$ cat src/logic/wlal_pkg.sv
package wlal_pkg;

  localparam int WORD_W = 16;

  // register addresses as seen by every access channel
  localparam logic [15:0] ADDR_LOCK    = 16'h013c;
  localparam logic [15:0] ADDR_ACTIVE  = 16'h1c16;
  localparam logic [15:0] ADDR_LATCHED = 16'h1c18;

  // warning bit positions
  localparam int BIT_GENERAL    = 0;
  localparam int BIT_STAGE_TEMP = 1;
  localparam int BIT_MOTOR_TEMP = 2;
  localparam int BIT_STAGE_OVL  = 4;
  localparam int BIT_MOTOR_OVL  = 5;
  localparam int BIT_BRAKE_OVL  = 6;
  localparam int BIT_CAN        = 7;
  localparam int BIT_ENCODER    = 8;
  localparam int BIT_RS485      = 9;
  localparam int BIT_READY      = 10;
  localparam int BIT_SUPPLY     = 11;
  localparam int BIT_FIELDBUS2  = 12;
  localparam int BIT_POS_WAIT   = 13;

  localparam logic [15:0] RESERVED_MASK = 16'hc008;
  localparam logic [15:0] AUTO_CLR_MASK = 16'h2c00;
  localparam logic [15:0] WARN_RESET    = 16'h0000;
  localparam logic [15:0] CODE_RESET    = 16'h0000;

  // channel lock values
  localparam logic [15:0] LOCK_OPEN  = 16'h0000;
  localparam logic [15:0] LOCK_SHUT  = 16'h0001;
  localparam logic [15:0] LOCK_RESET = 16'h0000;

  typedef enum logic [1:0] {
    WLAL_CH_FIELDBUS  = 2'h0,
    WLAL_CH_TOOL      = 2'h1,
    WLAL_CH_PANEL     = 2'h2,
    WLAL_CH_FIELDBUS2 = 2'h3
  } wlal_chan_t;

  typedef enum logic [1:0] {
    WLAL_MODE_POSITION = 2'h0,
    WLAL_MODE_SPEED    = 2'h1,
    WLAL_MODE_CURRENT  = 2'h2,
    WLAL_MODE_OTHER    = 2'h3
  } wlal_mode_t;

  // present warning conditions, all levels
  typedef struct packed {
    logic general;
    logic stage_temp;
    logic motor_temp;
    logic stage_ovl;
    logic motor_ovl;
    logic brake_ovl;
    logic can;
    logic encoder;
    logic rs485;
    logic power_stage_ready_a;
    logic power_stage_ready_b;
    logic undervolt;
    logic phase_loss;
    logic fieldbus2;
    logic pos_pending;
  } wlal_warn_src_t;

  typedef struct packed {
    logic        valid;
    wlal_chan_t  chan;
    logic        write;
    logic [15:0] addr;
    logic [15:0] wdata;
  } wlal_req_t;

  typedef struct packed {
    logic        valid;
    logic        refused;
    logic        err;
    logic [15:0] rdata;
  } wlal_rsp_t;

endpackage

$ cat src/logic/wlal_top.sv
`timescale 1ns/1ps

// Overview of operation
// - latched flags stay set until an accepted fault clear command clears all those whose source is gone
// - flags 10, 11 and 13 clear themselves once their condition is gone
// - bit 0 marks any general warning; its code is kept separately
// - bit 1 power stage temperature high, bit 2 motor temperature high
// - overload bits: 4 power stage, 5 motor, 6 braking resistor
// - communication bits: 7 CAN, 9 RS485, 12 second fieldbus
// - bit 8 set on a motor encoder warning
// - bit 10 set when either power stage ready input warns
// - bit 11 set on DC bus undervoltage or missing mains phase
// - bit 13 set while position detection is still running
// - only bit 13 depends on the active control mode; other modes hold it low
// - lock value 0 opens other channels, value 1 blocks them
// - fieldbus master sets lock; tool, panel, second fieldbus writes then refused
// - digital inputs such as stop are processed regardless of the lock
// - active warning word mirrors present conditions with the same bit map
module wlal_top (
  input  wire logic                    clk_i,
  input  wire logic                    srst_i,
  input  wire wlal_pkg::wlal_warn_src_t warn_src_i,
  input  wire logic [15:0]             general_code_i,
  input  wire wlal_pkg::wlal_mode_t    mode_i,
  input  wire logic                    fault_clear_command_i,
  input  wire wlal_pkg::wlal_chan_t    fault_clear_chan_i,
  input  wire wlal_pkg::wlal_req_t     req_i,
  input  wire logic                    stop_i,
  output logic                         stop_o,
  output wlal_pkg::wlal_rsp_t          rsp_o,
  output logic [15:0]                  active_warning_word_o,
  output logic [15:0]                  latched_warning_word_o,
  output logic [15:0]                  last_warning_code_o,
  output logic                         channel_lock_o
);
  import wlal_pkg::*;

  // timing at a glance
  // every source is a level and is sampled on each rising edge
  // the active word shows the sources one cycle later
  // the latched word sets in the same cycle as the active word
  // sticky bits then hold until an accepted fault clear
  // self clearing bits need the active copy low for one more edge
  // so they drop two edges after their source goes away
  // that extra edge filters a single quiet sample on a noisy source
  // a fault clear with a source still high keeps that bit set
  // so a warning that is present is never hidden by a clear
  // the last warning code is not touched by a fault clear
  // so the cause of bit 0 stays readable after the word is emptied
  //
  // register access
  // one request per valid cycle, back to back allowed
  // the answer comes on the next edge and stands for one cycle
  // reads are never blocked, from any channel
  // writes from a shut out channel answer refused and store nothing
  // writes to unknown or read-only words answer with the error flag
  // the lock takes only values zero and one, only from the master
  // anything else on the lock answers error and leaves it unchanged
  //
  // limitations
  // the live word is one cycle behind the sources by design
  // a user polling both words sees them in step, not the raw pins
  // only the position wait bit depends on the control mode
  // all other bits keep one meaning in every mode
  // reserved bits read zero in both words whatever the sources do
  //
  // trade-offs
  // the answer is registered so the read data comes from flip-flops
  // this costs one cycle of latency on every access
  // a fault clear is treated as an active access for the lock
  // so a shut out channel cannot empty the master's warning view
  // the stop path is a plain register and never sees the lock
  //
  // state held here
  // lock value, latched word, live word, last code, stop copy
  // and the registered answer
  //
  // nothing else is remembered between accesses

  // channel lock value as written by the master
  logic [15:0] lock_ff;
  logic [15:0] latched_ff;
  logic [15:0] nxt_latched;
  logic [15:0] active_ff;
  logic [15:0] nxt_active;
  logic [15:0] code_ff;
  logic        stop_ff;
  wlal_rsp_t   rsp_ff;
  wlal_rsp_t   nxt_rsp;
  logic        clear_ok;
  logic        lock_wr;

  // a channel other than the fieldbus master is shut out while the lock holds
  function automatic logic chan_blocked(input logic [15:0] lock, input wlal_chan_t ch);
    chan_blocked = (lock == LOCK_SHUT) && (ch != WLAL_CH_FIELDBUS);
  endfunction

  // true when the request addresses a known register
  function automatic logic addr_known(input logic [15:0] a);
    addr_known = (a == ADDR_LOCK) || (a == ADDR_ACTIVE) || (a == ADDR_LATCHED);
  endfunction

  // map present conditions onto warning bits for the selected control mode
  always_comb begin
    nxt_active = WARN_RESET;
    nxt_active[BIT_GENERAL]    = warn_src_i.general;
    nxt_active[BIT_STAGE_TEMP] = warn_src_i.stage_temp;
    nxt_active[BIT_MOTOR_TEMP] = warn_src_i.motor_temp;
    nxt_active[BIT_STAGE_OVL]  = warn_src_i.stage_ovl;
    nxt_active[BIT_MOTOR_OVL]  = warn_src_i.motor_ovl;
    nxt_active[BIT_BRAKE_OVL]  = warn_src_i.brake_ovl;
    nxt_active[BIT_CAN]        = warn_src_i.can;
    nxt_active[BIT_RS485]      = warn_src_i.rs485;
    nxt_active[BIT_FIELDBUS2]  = warn_src_i.fieldbus2;
    nxt_active[BIT_ENCODER]    = warn_src_i.encoder;
    nxt_active[BIT_READY]      = warn_src_i.power_stage_ready_a |
                                 warn_src_i.power_stage_ready_b;
    nxt_active[BIT_SUPPLY]     = warn_src_i.undervolt | warn_src_i.phase_loss;
    case (mode_i)
      WLAL_MODE_POSITION: begin
        nxt_active[BIT_POS_WAIT] = warn_src_i.pos_pending;
      end
      // speed control runs without an absolute position
      WLAL_MODE_SPEED: begin
        nxt_active[BIT_POS_WAIT] = 1'b0;
      end
      // current control runs without an absolute position
      WLAL_MODE_CURRENT: begin
        nxt_active[BIT_POS_WAIT] = 1'b0;
      end
      // other modes treat the position as not needed
      WLAL_MODE_OTHER: begin
        nxt_active[BIT_POS_WAIT] = 1'b0;
      end
      // any mode encoding not named above needs no valid position, so no warning
      default: begin
        nxt_active[BIT_POS_WAIT] = 1'b0;
      end
    endcase
  end

  // non-sticky word, registered so it lines up with the latched word
  always_ff @(posedge clk_i) begin
    if (srst_i) begin
      active_ff <= WARN_RESET;
    end else begin
      active_ff <= nxt_active;
    end
  end

  // a fault clear from a locked-out channel is an active access and is ignored
  assign clear_ok = fault_clear_command_i && !chan_blocked(lock_ff, fault_clear_chan_i);

  // per-bit latch; a new warning in the clear cycle wins so it is never lost
  // reserved positions are tied low so they can never latch
  // self clearing positions also need the live copy high to hold
  // sticky positions hold until an accepted clear
  for (genvar i = 0; i < WORD_W; i++) begin : g_latch
    if (RESERVED_MASK[i]) begin : g_rsvd
      assign nxt_latched[i] = 1'b0;
    end else if (AUTO_CLR_MASK[i]) begin : g_auto
      assign nxt_latched[i] = nxt_active[i] | (latched_ff[i] & active_ff[i] & !clear_ok);
    end else begin : g_sticky
      assign nxt_latched[i] = nxt_active[i] | (latched_ff[i] & !clear_ok);
    end
  end

  always_ff @(posedge clk_i) begin
    if (srst_i) begin
      latched_ff <= WARN_RESET;
    end else begin
      latched_ff <= nxt_latched;
    end
  end

  // identity of the most recent general warning, kept across fault clears
  always_ff @(posedge clk_i) begin
    if (srst_i) begin
      code_ff <= CODE_RESET;
    end else if (warn_src_i.general) begin
      code_ff <= general_code_i;
    end
  end

  // only the fieldbus master may change the lock, and only to a legal value
  // an illegal value is refused whole so the lock never holds a third state
  assign lock_wr = req_i.valid && req_i.write && (req_i.addr == ADDR_LOCK) &&
                   (req_i.chan == WLAL_CH_FIELDBUS) && (req_i.wdata <= LOCK_SHUT);

  always_ff @(posedge clk_i) begin
    if (srst_i) begin
      lock_ff <= LOCK_RESET;
    end else if (lock_wr) begin
      lock_ff <= req_i.wdata;
    end
  end

  // answer every request one cycle later; reads stay open to all channels
  // the refused check comes first so a blocked write never reports error
  // read data is zero on any answer that is not a good read
  always_comb begin
    nxt_rsp = '0;
    nxt_rsp.valid = req_i.valid;
    if (req_i.valid) begin
      if (req_i.write && chan_blocked(lock_ff, req_i.chan)) begin
        nxt_rsp.refused = 1'b1;
      end else if (!addr_known(req_i.addr)) begin
        nxt_rsp.err = 1'b1;
      end else if (req_i.write) begin
        // read-only words, foreign lock writes and out-of-range values fail
        nxt_rsp.err = !lock_wr;
      end else begin
        case (req_i.addr)
          ADDR_LOCK:    nxt_rsp.rdata = lock_ff;
          ADDR_ACTIVE:  nxt_rsp.rdata = active_ff;
          ADDR_LATCHED: nxt_rsp.rdata = latched_ff;
          default:      nxt_rsp.rdata = WARN_RESET;
        endcase
      end
    end
  end

  always_ff @(posedge clk_i) begin
    if (srst_i) begin
      rsp_ff <= '0;
    end else begin
      rsp_ff <= nxt_rsp;
    end
  end

  // stop input path never looks at the lock
  // keeping it apart means a lock mistake cannot mask a stop request
  always_ff @(posedge clk_i) begin
    if (srst_i) begin
      stop_ff <= 1'b0;
    end else begin
      stop_ff <= stop_i;
    end
  end

  // outputs straight from the registers above
  assign stop_o                 = stop_ff;
  assign rsp_o                  = rsp_ff;
  assign active_warning_word_o  = active_ff;
  assign latched_warning_word_o = latched_ff;
  assign last_warning_code_o    = code_ff;
  assign channel_lock_o         = (lock_ff == LOCK_SHUT);

endmodule

$ cat config.mk
export PLATFORM = sky130hd
export DESIGN_NAME = wlal_top
export DESIGN_NICKNAME = d
export VERILOG_FILES = /design/src/logic/wlal_pkg.sv /design/src/logic/wlal_top.sv
export SDC_FILE = /design/constraint.sdc
export NUM_CORES = 1
export LEC_CHECK = 0
export BUFFER_PORTS_ARGS = -buffer_cell sky130_fd_sc_hd__buf_2
export CAP_MARGIN = 40
export CORE_MARGIN = 1.5
export CORE_UTILIZATION = 51
export CTS_BUF_LIST = sky130_fd_sc_hd__clkbuf_8
export CTS_CLUSTER_DIAMETER = 120
export DETAILED_ROUTE_END_ITERATION = 7
export PLACE_DENSITY = 0.88
export RECOVER_POWER = 25
export SYNTH_ARGS = -nofsm -noshare
export SYNTH_HDL_FRONTEND = slang
export SYNTH_SLANG_ARGS = --single-unit
$ cat constraint.sdc
create_clock -name clk_i -period 2.7 [get_ports clk_i]
set_input_delay 0.405 -clock clk_i [delete_from_list [all_inputs] [get_ports clk_i]]
set_output_delay 0.405 -clock clk_i [all_outputs]
set_load 0.1 [all_outputs]
After elaboration in Yosys (flattened, before gate mapping)
Cells that the tools add are included.
{ "totals": {"mem_bits_rw": 0, "latchBits": 0, "elab_cells": 78, "output_inout_bits": 69, "inputBits": 75, "rom_bits": 0, "ff_bits": 84, "memories": 0} }
{ "op_classes": {"eq_ne": 7, "n_addsub": 0, "magnitude_cmp": 1, "div_mod_pow": 0, "n_mux": 5, "n_mul": 0, "shift": 0, "bitwise": 33, "n_reduce_logical": 21} }
{ "op_table": {"columns": ["operator", "count"], "rows": [
  ["case mux 16 bit (3 select lines)", 1],
  ["equality test 16 x 13 -> 1 bit (second input constant)", 2],
  ["bitwise AND 1 bit", 16],
  ["equality test 16 x 1 -> 1 bit (second input constant)", 1],
  ["equality test 16 x 9 -> 1 bit (second input constant)", 1],
  ["<= comparator 16 x 1 -> 1 bit (second input constant)", 1],
  ["bitwise OR 1 bit", 15],
  ["logical AND 1 bit", 8],
  ["OR reduction 3 bit", 2],
  ["OR reduction 5 bit", 1],
  ["equality test 2 bit (second input constant)", 2],
  ["logical NOT 2 bit", 2],
  ["nonzero test 2 bit", 2],
  ["logical NOT 1 bit", 3],
  ["2-to-1 mux 1 bit", 3],
  ["equality test 2 x 1 -> 1 bit (second input constant)", 1],
  ["logical OR 1 bit", 2],
  ["NOT 1 bit", 2],
  ["case mux 1 bit (2 select lines)", 1],
  ["OR reduction 2 bit", 1]
]} }

Longest topological paths before layout
{ "logic_depth": {"word_depth": 7, "depth_mapped": 5, "depth_no_buf": 4} }

Worst setup path before layout
No wires, ideal clock.
{ "synth_timing": {"path_kind": "input to register", "startpoint": "input req_i[30] in the netlist's numbering", "endpoint": "register lock_ff[10]", "cell_stages": 5, "path_buffers": 1, "required_time_ns": 2.585, "setup_ns": 0.115, "slack_ns": 0.785, "arrival_ns": 1.800, "cell_sequence": "or4b_4 nor4_4 a31oi_1 clkbuf_1 and2_1"} }
{ "synth_via": {"elab_chain_cells": 4} }
{ "synth_lines": {"columns": ["item", "line_no", "text"], "rows": [
  ["start: declaration", "wlal_top.sv:27", "input wire wlal_pkg::wlal_req_t req_i,"],
  ["equality test 16 x 9 -> 1 bit", "wlal_top.sv:187", "assign lock_wr = req_i.valid && req_i.write && (req_i.addr == ADDR_LOCK) &&"],
  ["logical AND 1 bit (2 in series)", "wlal_top.sv:187", null],
  ["logical AND 1 bit", "wlal_top.sv:188", "(req_i.chan == WLAL_CH_FIELDBUS) && (req_i.wdata <= LOCK_SHUT);"],
  ["end signal: assignment", "wlal_top.sv:194", "lock_ff <= req_i.wdata;"],
  ["end: declaration", "wlal_top.sv:81", "logic [15:0] lock_ff;"]
]} }
No other way between the ends.
A chain may end at the register's enable or synchronous reset.

Worst setup path in the final report
{ "layout_timing": {"startpoint": "input req_i[30] in the netlist's numbering", "endpoint": "register rsp_ff (netlist bit rsp_o[9])"} }
{ "layout_via": {"elab_chain_cells": 5, "word_cells_on_any_way": 8, "classes_between": "3 x eq/ne; 1 x mux; 1 x bitwise; 3 x reduce/logical"} }
{ "layout_lines": {"columns": ["item", "line_no", "text"], "rows": [
  ["equality test 16 x 9 -> 1 bit or equality test 16 x 13 -> 1 bit (tied branches)", "wlal_top.sv:100, wlal_top.sv:213", null],
  ["logical OR 1 bit (2 in series)", "wlal_top.sv:100", "addr_known = (a == ADDR_LOCK) || (a == ADDR_ACTIVE) || (a == ADDR_LATCHED);"],
  ["NOT 1 bit (no line)", null, null],
  ["OR reduction 5 bit (no line)", null, null],
  ["end signal: assignment", "wlal_top.sv:227", "rsp_ff <= nxt_rsp;"],
  ["end: declaration", "wlal_top.sv:88", "wlal_rsp_t rsp_ff;"]
]} }
Parallel ways exist; a longest one is shown, timed or not.

==> results.txt <==
Status: finished with violations
Failing checks: max-capacitance violations, max-slew violations
Core box area: 5510 um2
IR drop worst, VDD: 0.000497 V
Final cell count without fillers: 503
Antenna violations before repair: 0
Utilization after layout: 0.698
P_leak: 0.00177 uW
Number of flops mapped to enable cells by yosys: 0
Setup TNS: 0 ns
FF+latch area: 1560 um2
IO Port Bufs: 137
CTS Buf Count: 9
Register bit count reported by yosys: 78
Setup crit end kind: flop
Via density per instance: 5.12
Area occupied by multi-input gates: 1240 um2
Slew @ Worst Pin: 1.68 ns
CP peak stage delay: 0.67 ns
Synth cell types: 37
Dpl cells: 486
Share of layout cells above drive strength 1: 0.383
CTS Root Cell: clkbuf_8
CTS tree: built
Critical path depth: 6
Crit-path max FO: 17
Number of global-route vias before repair: 2416
Setup-failing EPs final: 0
Largest net degree at the start of global routing: 46
Synth area leader: dfxtp_1
Clock buffer depth: 2
Detail Placement HPWL: 5.15 mm
Critical path buffers and inverters: 2
Antenna-violating nets left: 0
# rows: 27
RD Place Congestion: 0.797
Post-Syn Area: 2920 um2
Dpl cell area: 3630 um2
Post-CTS Resized: 0
Area grow syn2layout: 31.4%
DRT Pass-1 Iters: 4
Synth area leaders: dfxtp_1 (53%), nand3_1 (6.7%), mux2i_1 (5.5%)
CTS Sinks: 78
RR Endpoint: latched_warning_word_o[13]
Post-route clock period utilization: 0.868
Fillcell total: 416
Max Cap Violations: 1
Width of the die: 78.7 um
# Post-CTS Setup Buffers: 0
Reg-to-reg setup timing slack: 0.98 ns
PwrDens: 694 nW/um2
Ports: 144
Die area: 6200 um2
Drt drc: 0
Global-route wire length before repair: 11.2 mm
Fraction of registers with async set/reset: 0
GRT Total Usage: 0.232
Crit path cell chain: buf_2 -> or4b_1 -> nor4_4 -> clkbuf_1 -> o21ai_2 -> a31oi_1
Reg-to-Reg Start: lock_ff[7]
Final Cell Area: 3840 um2
Vias: 2576
Sequential element share of the synthesized area: 0.534
Unrepaired setup endpoints after global routing: false
Clock-pin slew on the worst setup and hold paths: 0.08 ns
Max Fclk: 0.427 GHz
Most used flip-flop cell after synthesis: dfxtp_1
Chip Height: 78.7 um
Hold WC Path Type: in2reg
Worst Setup EP: rsp_o[9]
ANT cells: 0
Clock latency on the worst-skew pair: 0.34 ns
Final wirelength: 7.03 mm
Initial Util: 0.531
Yosys warns: 0
Worst slew margin: -0.119
Min Tclk post-route: 2.34 ns
Worst Setup Start Kind: primary input
Layout Skew: 0.00826 ns
Hold_buf cts: 0
H-tree depth: 3
Syn Inst Count: 290
Crit-path slowest cell: or4b_1
CP Class: in2reg
Avg WL per Cell: 14.0 um
Syn avg cell area: 10.1 um2
Final count of pins violating max slew: 46
Nets: 501
Yosys top cell area share: 0.534
Worst setup path start: req_i[30]
Worst r2r path cells: 4
CP arrival: 2.60 ns
Gr ovfl total: 0
Cell family with most CP delay: simple AND/OR/NAND/NOR gates
1st-iter DRT viols: 149
Final Hold Vio Count: 0
Critical Path RT: 2.96 ns
## worst min path at each step
stage,startpoint,endpoint,cells after the start
6_report,mode_i[1],active_warning_word_o[13],2
5_1_grt,mode_i[1],active_warning_word_o[13],2
4_1_cts,mode_i[1],active_warning_word_o[13],2
3_5_place_dp,lock_ff[14],lock_ff[14],1
3_3_place_gp,lock_ff[14],lock_ff[14],1
2_1_floorplan,lock_ff[3],lock_ff[3],1
## cell usage after synthesis (3+ instances only)
| cell | n |
|---|---|
| a31oi_1 | 13 |
| o21ai_0 | 3 |
| clkbuf_1 | 15 |
| nand3_1 | 39 |
| and3_1 | 3 |
| nor4_1 | 4 |
| buf_4 | 6 |
| nor2_1 | 25 |
| inv_1 | 4 |
| and2_1 | 15 |
| nand2b_1 | 11 |
| nor4_4 | 3 |
| nand3b_1 | 4 |
| dfxtp_1 | 78 |
| mux2i_1 | 16 |
| nor4b_1 | 3 |
| nor2b_1 | 11 |
| o21bai_1 | 11 |
## report_power, final
part | total, uW | leakage [uW] | switching [uW] | internal [uW]
sequential | 1220 | 0.000640 | 26.4 | 1190
combinational | 519 | 0.00102 | 415 | 104
clock | 929 | 0.000110 | 413 | 515
## cells by family after synthesis
logic type,Yosys count,synth area share
simple gates,131,0.272
buf+inv,27,0.0475
flops,78,0.534
other cells,1,0.00128
compound gates,37,0.0907
mux,16,0.0548
## layout make-up
cell class | count | area share
clock buffer | 9 | 0.0322
clock inverter | 7 | 0.0235
timing repair buffer | 143 | 0.188
multi-input combinational | 190 | 0.322
inverter | 4 | 0.00391
sequential | 78 | 0.407
tap | 72 | 0.0235
## state kept, by name, summed over array words and instances (netlist names)
| name | count |
|---|---|
| lock_ff | 16 |
| latched_warning_word_o | 13 |
| rsp_o | 19 |
| active_warning_word_o | 13 |
| last_warning_code_o | 16 |
| stop_o | 1 |
## per-stage QoR
| step | hold slack [ns] | setup slack [ns] | power (uW) |
|---|---|---|---|
| after global placement | 0.462 | 0.539 | 1760 |
| final | 0.237 | 0.357 | 2670 |
| after floorplan | 0.445 | 0.785 | 1660 |
| after global routing | 0.227 | 0.241 | 2750 |
| after CTS | 0.222 | 0.443 | 2680 |
| after detailed placement | 0.470 | 0.501 | 1760 |
## cell usage in the layout, fill, tap and decap left out, types with 3 or more instances in the layout
cell | synthesis | final
buf_2 | 0 | 136
dfxtp_1 | 78 | 78
nand3_1 | 39 | 39
nor2_1 | 25 | 25
mux2i_1 | 16 | 16
and2_1 | 15 | 15
a31oi_1 | 13 | 13
nand2b_1 | 11 | 11
nor2b_1 | 11 | 11
o21bai_1 | 11 | 11
clkbuf_8 | 0 | 9
conb_1 | 1 | 6
inv_1 | 4 | 5
nor4_1 | 4 | 4
nand3b_1 | 4 | 4
nor4b_1 | 3 | 3
nor4_4 | 3 | 3
and3_1 | 3 | 3
o21ai_0 | 3 | 3
clkbuf_1 | 15 | 3
buf_4 | 6 | 3
## metal layers
| metal | share of wire | GRT usage | vias to the layer above |
|---|---|---|---|
| met5 | 0 | 0 | - |
| met4 | 0.011 | 0.0964 | 0 |
| met3 | 0.068 | 0.0609 | 10 |
| met2 | 0.49 | 0.389 | 101 |
| met1 | 0.43 | 0.281 | 1186 |
| li1 | - | - | 1279 |
No activity file was read; power rests on OpenSTA's default activity.
